`config.mk`:
```
export PLATFORM = sky130hd
export DESIGN_NAME = eba_ctrl
export DESIGN_NICKNAME = d
export VERILOG_FILES = /design/src/eba_pkg.sv /design/src/eba_ctrl.sv /design/src/eba_prog_timer.sv
export SDC_FILE = /design/constraint.sdc
export NUM_CORES = 1
export LEC_CHECK = 0
export ABC_AREA = 0
export BUFFER_PORTS_ARGS = -buffer_cell sky130_fd_sc_hd__clkbuf_2
export CAP_MARGIN = 30
export CORE_ASPECT_RATIO = 0.9
export CORE_UTILIZATION = 65
export CTS_CLUSTER_SIZE = 14
export DETAILED_ROUTE_END_ITERATION = 7
export GPL_TIMING_DRIVEN = 0
export PLACE_DENSITY = 0.78
export SYNTH_ARGS = -nofsm -noshare
export SYNTH_HDL_FRONTEND = slang
export SYNTH_SLANG_ARGS = --single-unit
```
`constraint.sdc`:
```
create_clock -name mclk -period 6.9 [get_ports mclk]
set_input_delay 0.345 -clock mclk [delete_from_list [all_inputs] [get_ports mclk]]
set_output_delay 0.345 -clock mclk [all_outputs]
set_load 0.05 [all_outputs]
```
`src/eba_pkg.sv`:
```
/*
  package for the nonvolatile byte access controller: register offsets,
  control field positions, reset values, mode codes and timing constants.
  assumes a 20 MHz cpu clock and a calibrated oscillator tick input.
*/
package eba_pkg;

  // ----------------------------------------------------------------
  // register map
  // ----------------------------------------------------------------
  localparam int        ADDR_W          = 6;
  localparam logic [5:0] OFF_CONTROL    = 6'h1C;
  localparam logic [5:0] OFF_VALUE      = 6'h1D;
  localparam logic [5:0] OFF_ADDRESS    = 6'h1E;

  // control register fields
  localparam int BIT_READ_STROBE        = 0;
  localparam int BIT_PROGRAM_STROBE     = 1;
  localparam int BIT_MASTER_ENABLE      = 2;
  localparam int BIT_READY_INT_EN       = 3;
  localparam int BIT_MODE_LO            = 4;
  localparam int BIT_MODE_HI            = 5;

  // ----------------------------------------------------------------
  // modes
  // ----------------------------------------------------------------
  localparam logic [1:0] MODE_ATOMIC    = 2'h0;
  localparam logic [1:0] MODE_ERASE     = 2'h1;
  localparam logic [1:0] MODE_WRITE     = 2'h2;
  localparam logic [1:0] MODE_RESERVED  = 2'h3;
  localparam logic [1:0] MODE_RESET     = 2'h0;

  localparam logic [7:0] ERASED_BYTE    = 8'hFF;

  // ----------------------------------------------------------------
  // timing
  // ----------------------------------------------------------------
  localparam int CLK_MHZ                = 20;
  localparam int MASTER_WINDOW_CYC      = 4;
  localparam int READ_STALL_CYC         = 4;
  localparam int PROG_STALL_CYC         = 2;
  // programming times in microseconds, counted in oscillator ticks of 1 us
  localparam int ATOMIC_TIME_US         = 3400;
  localparam int SPLIT_TIME_US          = 1800;
  localparam int OSC_TICK_US            = 1;
  localparam int ATOMIC_TICKS           = ATOMIC_TIME_US / OSC_TICK_US;
  localparam int SPLIT_TICKS            = SPLIT_TIME_US / OSC_TICK_US;
  localparam int TICK_W                 = 12;

endpackage

```
`src/eba_ctrl.sv`:
```
/*
  nonvolatile byte access controller: 64-byte store reached through
  address, value and control registers on the cpu i/o port.
  assumes the cpu honours cpu_stall and gives a calibrated oscillator
  tick (one pulse per microsecond) as osc_tick_pin from another domain.
*/
// How it works
// a separate 64-byte store, each byte read and written alone
// address, value and control sit in the cpu i/o space
// a read strobe stalls the cpu four cycles
// a program strobe stalls the cpu two cycles
// mode 00, strobe within four cycles of master enable: erase then write
// program strobe stays set until the operation ends, usable as busy
// while programming, no other store operation starts
// mode 01 erases the addressed byte only
// mode 10 writes the value without erasing first
// software must erase before a write-only, else data is lost
// software loads address and value before atomic or write-only
// software loads address before erase-only; value unused
// programming duration is timed from the calibrated oscillator
// software should block interrupts around the timed sequence
// atomic takes 3.4 ms, split ops 1.8 ms, mode 11 reserved
// while program strobe is set, mode field writes are ignored
// ready interrupt is a level while enabled and store is ready
// read strobe loads the addressed byte into the value register
// master enable self-clears after four cycles; strobe without it ignored
// reserved mode starts nothing and leaves contents unchanged
`timescale 1ns/100ps
module eba_ctrl
  import eba_pkg::*;
(
  input  wire logic                 mclk,
  input  wire logic                 sys_rst,
  input  wire logic [eba_pkg::ADDR_W-1:0] io_addr,
  input  wire logic [7:0]           io_wdata,
  input  wire logic                 io_wr,
  input  wire logic                 io_rd,
  input  wire logic                 global_int_en,
  input  wire logic                 osc_tick_pin,
  output logic      [7:0]           io_rdata,
  output logic                      cpu_stall,
  output logic                      ready_irq
);

  // ----------------------------------------------------------------
  // storage and registers
  // ----------------------------------------------------------------
  logic [7:0] mem_q [64];
  logic [5:0] addr_q;
  logic [7:0] value_q;
  logic [1:0] mode_q;
  logic       int_en_q;
  logic       master_q;
  logic [2:0] master_cnt_q;
  // two-state so the power-up reset sees the store idle
  bit         prog_q;
  logic [2:0] stall_cnt_q;
  // operation captured at the strobe, safe from later register writes
  logic [1:0] op_q;
  logic [5:0] op_addr_q;
  logic [7:0] op_value_q;
  // oscillator synchroniser and edge stage
  logic       osc_s1_q;
  logic       osc_s2_q;
  logic       osc_s3_q;

  // ----------------------------------------------------------------
  // decode helpers
  // ----------------------------------------------------------------
  // an access strobe aimed at one i/o offset
  function automatic logic reg_hit
  (
    input logic              strobe,
    input logic [ADDR_W-1:0] addr,
    input logic [ADDR_W-1:0] offset
  );
    reg_hit = strobe && (addr == offset);
  endfunction

  // programming length in oscillator ticks for a mode code
  function automatic logic [TICK_W-1:0] prog_ticks
  (
    input logic [1:0] mode
  );
    if (mode == MODE_ATOMIC)
      prog_ticks = TICK_W'(ATOMIC_TICKS);
    else
      prog_ticks = TICK_W'(SPLIT_TICKS);
  endfunction

  // ----------------------------------------------------------------
  // decode
  // ----------------------------------------------------------------
  // register writes
  wire        wr_ctrl  = reg_hit(io_wr, io_addr, OFF_CONTROL);
  wire        wr_value = reg_hit(io_wr, io_addr, OFF_VALUE);
  wire        wr_addr  = reg_hit(io_wr, io_addr, OFF_ADDRESS);
  wire        busy     = prog_q;

  // strobes that start work, refused while busy
  wire        rd_go    = wr_ctrl && io_wdata[BIT_READ_STROBE]
                         && !busy;
  wire        pg_req   = wr_ctrl && io_wdata[BIT_PROGRAM_STROBE];
  wire        pg_go    = pg_req && master_q && !busy
                         && (mode_q != MODE_RESERVED);
  wire        me_set   = wr_ctrl && io_wdata[BIT_MASTER_ENABLE];

  // mode field, tick edge and control read view
  wire [1:0]  mode_new = io_wdata[BIT_MODE_HI:BIT_MODE_LO];
  wire        osc_tick = osc_s2_q && !osc_s3_q;
  wire [7:0]  ctrl_rd  = {2'b00, mode_q, int_en_q, master_q, prog_q, 1'b0};
  wire [TICK_W-1:0] prog_len = prog_ticks(mode_q);
  wire        tmr_done;
  wire        tmr_busy;
  // the timer keeps its count through a reset that lands mid-operation
  wire        tmr_rst  = sys_rst && !prog_q;

  // ----------------------------------------------------------------
  // oscillator tick synchroniser
  // ----------------------------------------------------------------
  // ticks pause while reset is held, stretching a running operation
  always_ff @(posedge mclk)
  begin
    if (sys_rst)
    begin
      osc_s1_q <= 1'b0;
      osc_s2_q <= 1'b0;
      osc_s3_q <= 1'b0;
    end
    else
    begin
      osc_s1_q <= osc_tick_pin;
      osc_s2_q <= osc_s1_q;
      osc_s3_q <= osc_s2_q;
    end
  end

  // programming duration from the oscillator
  eba_prog_timer #(.TW(TICK_W)) u_timer
  (
    .mclk     (mclk),
    .sys_rst  (tmr_rst),
    .start    (pg_go),
    .length   (prog_len),
    .osc_tick (osc_tick),
    .busy     (tmr_busy),
    .done     (tmr_done)
  );

  // ----------------------------------------------------------------
  // address and value registers
  // ----------------------------------------------------------------
  always_ff @(posedge mclk)
  begin
    if (sys_rst)
    begin
      addr_q  <= '0;
      value_q <= '0;
    end
    else
    begin
      if (wr_addr)
        addr_q <= io_wdata[5:0];
      if (rd_go)
        value_q <= mem_q[addr_q];
      else if (wr_value)
        value_q <= io_wdata;
    end
  end

  // ----------------------------------------------------------------
  // control register fields
  // ----------------------------------------------------------------
  always_ff @(posedge mclk)
  begin
    if (sys_rst)
    begin
      int_en_q <= 1'b0;
      if (!prog_q)
        mode_q <= MODE_RESET;
    end
    else if (wr_ctrl)
    begin
      int_en_q <= io_wdata[BIT_READY_INT_EN];
      if (!prog_q)
        mode_q <= mode_new;
    end
  end

  // master enable with four-cycle self clear
  // master enable in the same write as a program strobe is not taken; the strobe is judged on the earlier enable
  always_ff @(posedge mclk)
  begin
    if (sys_rst)
    begin
      master_q     <= 1'b0;
      master_cnt_q <= '0;
    end
    else if (me_set && !pg_req)
    begin
      master_q     <= 1'b1;
      master_cnt_q <= 3'(MASTER_WINDOW_CYC);
    end
    else if (pg_req || master_cnt_q == 3'h1)
    begin
      master_q     <= 1'b0;
      master_cnt_q <= '0;
    end
    else if (master_cnt_q != 3'h0)
      master_cnt_q <= master_cnt_q - 3'h1;
  end

  // ----------------------------------------------------------------
  // program strobe and operation capture
  // ----------------------------------------------------------------
  // a reset mid-operation keeps the strobe set until the timer ends
  always_ff @(posedge mclk)
  begin
    if (sys_rst)
    begin
      prog_q     <= prog_q && tmr_busy;  // running op completes
      op_q       <= op_q;
      op_addr_q  <= op_addr_q;
      op_value_q <= op_value_q;
    end
    else if (pg_go)
    begin
      prog_q     <= 1'b1;
      op_q       <= mode_q;
      op_addr_q  <= addr_q;
      op_value_q <= value_q;
    end
    else if (tmr_done)
      prog_q <= 1'b0;
  end

  // commit the byte when the timed operation ends
  // write-only can only clear bits, so an unerased byte is lost
  always_ff @(posedge mclk)
  begin
    if (tmr_done && prog_q)
    begin
      unique case (op_q)
        MODE_ATOMIC: mem_q[op_addr_q] <= op_value_q;
        MODE_ERASE:  mem_q[op_addr_q] <= ERASED_BYTE;
        MODE_WRITE:  mem_q[op_addr_q] <= mem_q[op_addr_q]
                                         & op_value_q;
        default:     mem_q[op_addr_q] <= mem_q[op_addr_q];
      endcase
    end
  end

  // ----------------------------------------------------------------
  // cpu stall, read data, ready interrupt
  // ----------------------------------------------------------------
  // the count covers the cycles after the one that raises the stall
  always_ff @(posedge mclk)
  begin
    if (sys_rst)
    begin
      stall_cnt_q <= '0;
      cpu_stall   <= 1'b0;
    end
    else if (rd_go)
    begin
      stall_cnt_q <= 3'(READ_STALL_CYC - 1);
      cpu_stall   <= 1'b1;
    end
    else if (pg_go)
    begin
      stall_cnt_q <= 3'(PROG_STALL_CYC - 1);
      cpu_stall   <= 1'b1;
    end
    else if (stall_cnt_q != 3'h0)
      stall_cnt_q <= stall_cnt_q - 3'h1;
    else
      cpu_stall <= 1'b0;
  end

  // read answer one cycle after the strobe
  // unmapped offsets and idle cycles read as zero
  always_ff @(posedge mclk)
  begin
    if (sys_rst)
      io_rdata <= '0;
    else if (io_rd)
    begin
      unique case (io_addr)
        OFF_CONTROL: io_rdata <= ctrl_rd;
        OFF_VALUE:   io_rdata <= value_q;
        OFF_ADDRESS: io_rdata <= {2'b00, addr_q};
        default:     io_rdata <= 8'h00;
      endcase
    end
    else
      io_rdata <= 8'h00;
  end

  // level interrupt while ready
  // drops the cycle after a start, returns the cycle after the end
  always_ff @(posedge mclk)
  begin
    if (sys_rst)
      ready_irq <= 1'b0;
    else
      ready_irq <= int_en_q && global_int_en && !prog_q;
  end

endmodule

```
`src/eba_prog_timer.sv`:
```
/*
  programming duration timer. counts oscillator ticks from a start pulse
  and pulses done when the chosen length has passed.
  assumes osc_tick is a one-cycle enable already in the mclk domain.
*/
`timescale 1ns/100ps
module eba_prog_timer
#(
  parameter int TW = 12
)
(
  input  wire logic          mclk,
  input  wire logic          sys_rst,
  input  wire logic          start,
  input  wire logic [TW-1:0] length,
  input  wire logic          osc_tick,
  output logic               busy,
  output logic               done
);

  logic [TW-1:0] cnt_q;

  // ----------------------------------------------------------------
  // tick counter
  // ----------------------------------------------------------------
  always_ff @(posedge mclk)
  begin
    if (sys_rst)
    begin
      cnt_q <= '0;
      busy  <= 1'b0;
      done  <= 1'b0;
    end
    else
    begin
      done <= 1'b0;
      if (start)
      begin
        cnt_q <= length;
        busy  <= 1'b1;
      end
      else if (busy && osc_tick)
      begin
        if (cnt_q <= TW'(1))
        begin
          busy <= 1'b0;
          done <= 1'b1;
        end
        cnt_q <= cnt_q - TW'(1);
      end
    end
  end

endmodule

```
# == Word level (Yosys, flattened, before mapping) ==
# Memory sizes are Yosys's and may differ from the RTL's. A register that Yosys moved wholly into a read port is not among the register bits.
# Index checks and enable logic that the tools add are counted.
# word_totals
register_bits,68
latch_bits,0
ramBits,512
rom_bits,0
in_bits,20
mem_count,1
# op_classes
add_sub_neg,3
mul,0
n_div,0
n_lt_le_gt_ge,1
eq_ne,8
n_shift,0
muxes,46
bitwise_logic,8
n_reduce_logical,42
# mem_list
memory,depth,width,read_ports,rd_ports_with_merged_regs,wr,line,rtl
mem_q,64,8,2,2,1,eba_ctrl.sv:48,logic [7:0] mem_q [64];
# op_table
op,n
$mux 8,5
$mux 12,3
$mux 1,24
$pmux 8 s3,1
$eq 6x5->1 const B,3
$logic_and 1x1->1,18
$mux 6,3
$reduce_bool 3->1,5
$mux 2,7
$le 12x1->1 const B,1
$reduce_or 3->1,4
$sub 12x1->12 const B,1
$reduce_bool 2->1,5
$mux 3,3
$and 8x8->8,1
$reduce_and 2->1,3
$sub 3x1->3 const B,2
$logic_not 2->1,2
$not 1->1,4
$eq 3x1->1 const B,1
$logic_not 1->1,3
$ne 3x3->1 const B,1
$or 1x1->1,3
$eq 2x1->1 const B,1
other kinds (4),4

# == Logic depth before layout (Yosys ltp) ==
# Gate-level depths: netlist of the first run.
# depth
depth_word,8
depth_mapped,10
ltp_nobuf,7

# == By module ==
# A second synthesis of the first run with hierarchy kept.
# unflattened
hier_cells,1774
area_unflattened_um2,27834.2
# by_module_without_submodules
mod,instances,cells_each,area_each_um2,seq_area_each_um2
eba_ctrl,1,1689,27096.0,16886.2
eba_prog_timer,1,85,738.2,280.3

# == Least setup slack after synthesis of the first run ==
# Ideal clock, no wire load.
# synth_timing
path_kind,register to register
startpoint,register with a tool-made name
endpoint,"memory mem_q[0][6], data pin"
setup_time_ns,0.373
t_arrival_ns,2.649
setup_slack_ns,3.878
stages_incl_launch_ff,9
cell_sequence,dfxtp_1 buf_2 buf_2 buf_2 nor2_1 clkbuf_1 nand4_1 nand4_1 o221a_1
# synth_lines
element,line
end: declaration,eba_ctrl.sv:48

==> results of run 1 <==
flip-flops by register name (all words and copies together) (netlist names), named ones only:
| signal | flops |
|---|---|
| osc_s3_q | 1 |
| mode_q | 2 |
| op_value_q | 8 |
| master_cnt_q | 3 |
| op_q | 2 |
| op_addr_q | 6 |
| master_q | 1 |
| value_q | 8 |
| osc_s1_q | 1 |
| osc_s2_q | 1 |
| ready_irq | 1 |
| cpu_stall | 1 |
| u_timer.cnt_q | 12 |
| io_rdata | 8 |
| mem_q | 512 |
| u_timer.busy | 1 |
| busy | 1 |
| addr_q | 6 |
| int_en_q | 1 |
| u_timer.done | 1 |
| stall_cnt_q | 3 |
area by class of cell:
| cell class | count | area (µm²) |
|---|---|---|
| Fill cell | 2382 | 10390 |
| Sequential cell | 592 | 17170 |
| Timing Repair Buffer | 70 | 699.4 |
| Clock buffer | 74 | 1583 |
| Clock inverter | 33 | 341.6 |
| Tap cell | 540 | 675.6 |
| Buffer | 126 | 578.1 |
| Multi-Input combinational cell | 940 | 9597 |
| Inverter | 12 | 45.04 |
power by group:
group	internal (mW)	total, mW	switching, mW
Clock	1.88	3.25	1.38
Combinational	0.0560	0.131	0.0746
Sequential	3.86	3.87	0.0118
timing repair:
action | 4_1_cts | 5_1_grt
endpoints found under the hold margin | 3 | 0
hold buffers | 3 | 0
setup buffers | 0 | 0
worst max-delay path, stage by stage (launching register included):
cell	delay, ns
dfxtp_1	0.30
buf_2	0.22
buf_2	0.32
buf_2	0.34
nor2_1	0.78
clkbuf_1	0.76
nand3_1	0.37
nand4_1	0.33
o211a_2	0.75
buf_12	0.29
metal layers:
| layer | vias up | wire length [µm] | part of all wire, % |
|---|---|---|---|
| met5 | - | 13 | 0.014 |
| met3 | 360 | 14300 | 16 |
| met1 | 9240 | 30750 | 34 |
| met4 | 2 | 5807 | 6.4 |
| li1 | 7061 | - | - |
| met2 | 1713 | 39220 | 44 |
synth_stat cells, types with 10 or more instances:
master / instances / area share, %
mux4_2: 199 / 16
dfxtp_1: 61 / 4.5
nand2_1: 68 / 0.93
mux2i_1: 154 / 5.6
clkbuf_1: 51 / 0.70
a22oi_1: 50 / 1.4
edfxtp_1: 531 / 58
a21oi_1: 54 / 0.99
nor2_1: 118 / 1.6
nor3_1: 10 / 0.18
mux2_2: 22 / 0.90
inv_1: 12 / 0.16
buf_1: 34 / 0.47
nor2b_1: 26 / 0.59
nand4_1: 25 / 0.57
buf_2: 29 / 0.53
nand3_1: 44 / 0.80
per-stage QoR:
stage / setup WS (ns) / hold WS [ns] / cells / instance area [µm²] / utilization, %
after floorplan: 3.878 / 0.4138 / 1670 / 27380 / -
after global placement: 1.445 / 0.4203 / 2236 / 28180 / 68.61
after detailed placement: 2.400 / 0.4462 / 2271 / 28660 / 69.78
after CTS: 2.374 / 0.05062 / 2381 / 30620 / 74.54
after global routing: 2.229 / 0.09455 / 2387 / 30690 / 74.70
final: 2.208 / 0.08624 / 2387 / 30690 / 74.70
how the worst max path moves through the flow:
stage,start,end,cells past startpoint
6_report,flip-flop,mem_q[48][2]$_DFFE_PP_,9
5_1_grt,flip-flop,mem_q[48][2]$_DFFE_PP_,9
4_1_cts,flip-flop,mem_q[50][2]$_DFFE_PP_,9
3_5_place_dp,flip-flop,mem_q[55][2]$_DFFE_PP_,9
3_3_place_gp,flip-flop,mem_q[36][3]$_DFFE_PP_,8
2_1_floorplan,flip-flop,mem_q[0][6]$_DFFE_PP_,8
kinds of logic (layout without fill, tap and decap cells):
| group | count (synthesis) | after routing | synth area share (%) |
|---|---|---|---|
| fa+ha+maj | 7 | 7 | 0.3199 |
| compound gates | 193 | 193 | 5.022 |
| buf+inv | 138 | 315 | 2.276 |
| mux | 380 | 380 | 23.11 |
| simple gates | 347 | 347 | 6.156 |
| flops | 592 | 592 | 62.70 |
| xor+xnor | 13 | 13 | 0.4159 |
==> impl_results.md, run 1 <==
- Final Setup Violations: 0
- Worst-path clk slew: 0.06 ns
- Fmax: 213.1 MHz
- Longest Clk Path Bufs: 3
- Setup CP Type: flip-flop to flip-flop
- Post-Syn Nets: 1697
- Worst Max-Slew Pin Slew: 1.108 ns
- Initial Utilization: 66.65%
- Post-synthesis cell type count: 63
- First-pass GRT wire length: 126.8 mm
- Skew-Pair Late Insertion Delay: 0.63 ns
- Relative max-transition margin: 26.16%
- FF-to-FF path depth: 9
- Final #Nets: 1826
- Syn Inst Count: 1670
- Clock root buffer: clkbuf_16
- Detailed-router iteration count before antenna repair: 6
- Met2 usage: 62.10%
- Via count of the routed design: 18380
- Number of max-cap violations: 0
- PnR Total Power: 7.255 mW
- CTS tree: yes
- Initial antenna violation count: 1
- Synthesized area: 27380 µm²
- CTS resizes: 0
- CP arrival: 5.13 ns
- Area growth from synthesis to layout: 12.08%
- Most frequent cells in the layout: 531 x edfxtp_1, 199 x mux4_2, 154 x mux2i_1
- Fraction of final layout cells with drive strength greater than 1: 23.34%
- DR WL/cell: 37.74 µm
- Setup slack, reg-to-reg: 2.21 ns
- Asr flop ratio synth: 0%
- Largest net degree at the start of global routing: 65
- Startpoint types: flip-flop
- Hold crit path type: primary input to flip-flop
- Die area: 42950 µm²
- Most common cell after layout, fill and taps aside: edfxtp_1
- Met1 GRT Util: 59.06%
- DR DRC count: 0
- Leakage power: 9.420 nW
- Synthesized flop and latch total: 592
- Setup Skew: 0.02731 ns
- Hold path startpoint: io_wdata[5]
- HPWL Detailed: 64.41 mm
- Seq/Total Area, Yosys: 62.70%
- Buffers on Ports: 26
- Nature of the critical path endpoint: flip-flop
- Placer Congestion: 1.082
- Hold Fails Final Rpt: 0
- GRT met3 Usage: 14.14%
- RSZ-0062 raised after global routing: false
- Clk sinks: 592
- Core Footprint: 41080 µm²
- Crit-path max FO: 33
- Hold EP: addr_q[5]$_SDFFE_PP0P_
- Prevailing post-synth register cell: edfxtp_1
- Period utilization: 68.01%
- Synth warn: 0
- Run status: finished, final reports clean
- Routed wire length: 90.09 mm
- Final Max Slew Viols: 0
- Post-route minimum period: 4.692 ns
- Drt initial violations: 3267
- Die W: 218.3 µm
- CP required: 7.34 ns
- GRT busiest layer: met2
- GRT Resource Usage Total: 43.11%
- H-tree lvl count: 2
- Avg Vias per Cell: 7.698
- Total CTS buffers: 57
- Worst R2R End: mem_q[48][2]$_DFFE_PP_
- Vias in the first global route: 17890
- Hold Crit Depth: 3
- Sum Neg Setup Slack: 0 ns
- Worst vdd ir: 223.5 µV
- Die H: 196.7 µm
- Power per Cell Area: 236.4 nW/µm²
- Grt ovf: 0
- ANT cells: 0
- Post-synth EDFFs: 531
- Syn Area/Cell: 16.39 µm²
- Rows: 70
- I/O Pins: 30
- DRT antenna net count: 0
Power figures use the tool's default switching activity.
==> run 2: changes to the inputs <==
--- a/config.mk
+++ b/config.mk
@@ -9,11 +9,11 @@
 export BUFFER_PORTS_ARGS = -buffer_cell sky130_fd_sc_hd__clkbuf_2
 export CAP_MARGIN = 30
 export CORE_ASPECT_RATIO = 0.9
-export CORE_UTILIZATION = 65
+export CORE_UTILIZATION = 57
 export CTS_CLUSTER_SIZE = 14
 export DETAILED_ROUTE_END_ITERATION = 7
 export GPL_TIMING_DRIVEN = 0
-export PLACE_DENSITY = 0.78
+export PLACE_DENSITY = 0.72
 export SYNTH_ARGS = -nofsm -noshare
 export SYNTH_HDL_FRONTEND = slang
 export SYNTH_SLANG_ARGS = --single-unit
==> constraint.sdc (replaced) <==
create_clock -name mclk -period 3.8 [get_ports mclk]
set_input_delay 0.19 -clock mclk [delete_from_list [all_inputs] [get_ports mclk]]
set_output_delay 0.19 -clock mclk [all_outputs]
set_load 0.05 [all_outputs]
==> run 2 against run 1 <==
Compared with the run above:
- the run now ends with negative setup slack left
- critical path depth increased by 1
- design area grew 1.5%
- die area is 14% higher
- sequential share of layout area shrank 0.84 points
- final cell count up 4.3%
- first-iteration DRC count is 6.9% lower
- non-clock buffer count up 18
- flip-flop and latch count is the same
==> impl_results.md, run 2 (synthesized netlist as in run 1, its figures left out) <==
- Nature of the critical path endpoint: flip-flop
- Final Max Slew Viols: 0 (unchanged)
- Hold path startpoint: sys_rst
- GRT Resource Usage Total: 38.58% (-4.5 points)
- I/O Pins: 30 (unchanged)
- Longest Clk Path Bufs: 3 (unchanged)
- Worst Setup EP: mem_q[29][2]$_DFFE_PP_
- Worst-path clk slew: 0.06 ns (about the same)
- First-pass GRT wire length: 128.3 mm (+1.2%)
- Period utilization: 101.1% (+33 points)
- HPWL Detailed: 64.92 mm (+0.78%)
- Worst vdd ir: 446.9 µV (+100%)
- Setup Skew: 0.03033 ns (+0.003020 ns)
- Final Setup Violations: 32 (+32)
- Die W: 233.0 µm (+6.7%)
- CTS tree: yes
- Die area: 48910 µm² (+14%)
- Clk sinks: 592 (unchanged)
- # fillers: 3178 (+33%)
- CP arrival: 4.19 ns (-0.94 ns)
- Die H: 209.9 µm (+6.7%)
- Power per Cell Area: 429.2 nW/µm² (+82%)
- H-tree lvl count: 2 (unchanged)
- FF-to-FF path depth: 10 (+1)
- Multi-input logic area: 9716 µm² (+1.2%)
- Rows: 75 (+7.1%)
- Leakage power: 9.606 nW (+2.0%)
- ANT cells: 0 (unchanged)
- Startpoint types: flip-flop
- Routed wire length: 92.50 mm (+2.7%)
- Grt ovf: 0 (unchanged)
- Initial antenna violation count: 1 (unchanged)
- Area growth from synthesis to layout: 13.80%
- Hold Fails Final Rpt: 0 (unchanged)
- Via count of the routed design: 18310 (-0.34%)
- Detailed-router iteration count before antenna repair: 6 (unchanged)
- Hold crit path type: primary input to flip-flop
- Most frequent cells in the layout: 531 x edfxtp_1, 199 x mux4_2, 154 x mux2i_1
- Crit-path max FO: 32 (-3.0%)
- RSZ-0062 raised after global routing: false
- DRT antenna net count: 0 (unchanged)
- Placer Congestion: 1.038 (-4.1%)
- Initial Utilization: 58.24% (-8.4 points)
- Hold slack: 0.07164 ns (-0.01459 ns)
- Largest net degree at the start of global routing: 49 (-25%)
- Worst Max-Slew Pin Slew: 1.033 ns (-0.07489 ns)
- Violated checks: negative setup slack
- Setup slack, reg-to-reg: -0.04 ns (-2.25 ns)
- Vias in the first global route: 17350 (-3.0%)
- CP required: 4.15 ns (-3.19 ns)
- Core Footprint: 47010 µm² (+14%)
- Post-route minimum period: 3.842 ns (-0.8505 ns)
- Avg Vias per Cell: 7.358 (-4.4%)
- Total CTS buffers: 59 (+3.5%)
- Clock root buffer: clkbuf_16
- Relative max-transition margin: 31.15% (+5.0 points)
- DR WL/cell: 37.16 µm (-1.5%)
- Skew-Pair Late Insertion Delay: 0.65 ns (+0.02 ns)
- Drt initial violations: 3040 (-6.9%)
- Worst R2R End: mem_q[29][2]$_DFFE_PP_
- Buffers on Ports: 26 (unchanged)
- Largest regs: mem_q x512, u_timer.cnt_q x12
- Register Area: 17170 µm² (unchanged)
- Max FFs per register: 512 (unchanged)
- Setup CP Type: flip-flop to flip-flop
- Final #Nets: 1850 (+1.3%)
- DR DRC count: 0 (unchanged)
- Fmax: 260.3 MHz (+22%)
- Fraction of final layout cells with drive strength greater than 1: 25.04% (+1.7 points)
- Worst Slack Setup Final: -0.04200 ns (-2.250 ns)
- Number of max-cap violations: 0 (unchanged)
- Most common cell after layout, fill and taps aside: edfxtp_1
- Run status: finished with violations
- Post-Route Utilization: 66.27% (-8.4 points)
- Largest Register: mem_q
==> run 2: changes by cell type in the layout (fill, tap and decap cells not counted), moves of 3 or more <==
cell,delta
clkbuf_8,-5
bufinv_16,+3
o211a_2,-3
clkinv_2,+4
dlygate4sd3_1,+9
clkinv_1,-5
buf_4,+12
buf_1,-8
o211a_4,+7
clkbuf_4,+3
clkbuf_2,+9
clkbuf_1,-3
clkinvlp_4,+4
==> run 2: area by class of cell <==
class | count | share of cell area (%)
buffer | 124 | 1.932
clock buffer | 72 | 4.895
clock inverter | 39 | 1.486
inverter | 12 | 0.1446
multi-input combinational | 944 | 31.18
sequential | 592 | 55.10
tap | 616 | 2.474
timing repair buffer | 90 | 2.787
==> run 2: how the worst min path moves through the flow <==
stage / endpoint / cells after the start
detailed placement: osc_s1_q$_SDFF_PP0_ / 2
CTS: mode_q[1]$_SDFFCE_PP0P_ / 2
floorplan: master_cnt_q[2]$_SDFFE_PP0P_ / 1
finish: mode_q[1]$_SDFFCE_PP0P_ / 2
global placement: osc_s1_q$_SDFF_PP0_ / 2
global route: mode_q[1]$_SDFFCE_PP0P_ / 2
==> run 2: layer usage <==
| metal | vias to the layer above | share of wire (%) | GRT usage (%) |
|---|---|---|---|
| li1 | 7133 | - | - |
| met1 | 9279 | 36 | 53.48 |
| met2 | 1601 | 43 | 54.67 |
| met3 | 296 | 15 | 12.24 |
| met4 | 4 | 6.3 | 20.28 |
| met5 | - | 0.15 | 2.016 |
==> run 2: metrics by stage <==
step           std cells  TNS (ns)  power (mW)  instance area, µm²  setup slack, ns
2_1_floorplan       1670         0       7.337               27380           0.7780
3_3_place_gp        2312   -757.25       7.390               28280           -1.920
3_5_place_dp        2349   -241.23       7.398               28780          -0.7855
4_1_cts             2479         0       13.35               31040          0.02738
5_1_grt             2489         0       13.63               31160         0.005912
6_report            2489    -1.049       13.37               31160         -0.04200
==> run 2: critical path, stage by stage (launching register included) <==
cell     delay (ns)
dfxtp_1        0.32
buf_2          0.40
buf_1          0.55
buf_8          0.24
nor2b_1        0.06
buf_1          0.36
a22oi_1        0.30
nand3_1        0.29
nand4_1        0.24
buf_4          0.21
o211a_4        0.56
==> run 2: what timing repair did <==
action                                 in CTS  in global routing
setup endpoints to repair                 496                151
gates resized for setup                    18                 10
pin swaps                                   5                  1
hold buffers                               12                  0
cloned                                      4                  0
endpoints found under the hold margin      29                  0
setup buffers                               4                  2
==> run 2: power breakdown <==
| group | total, mW | switching (mW) | internal (mW) |
|---|---|---|---|
| clock network | 6.09 | 2.56 | 3.54 |
| registers | 7.03 | 0.0207 | 7.01 |
| logic | 0.248 | 0.136 | 0.112 |
| total | 13.4 | 2.71 | 10.7 |
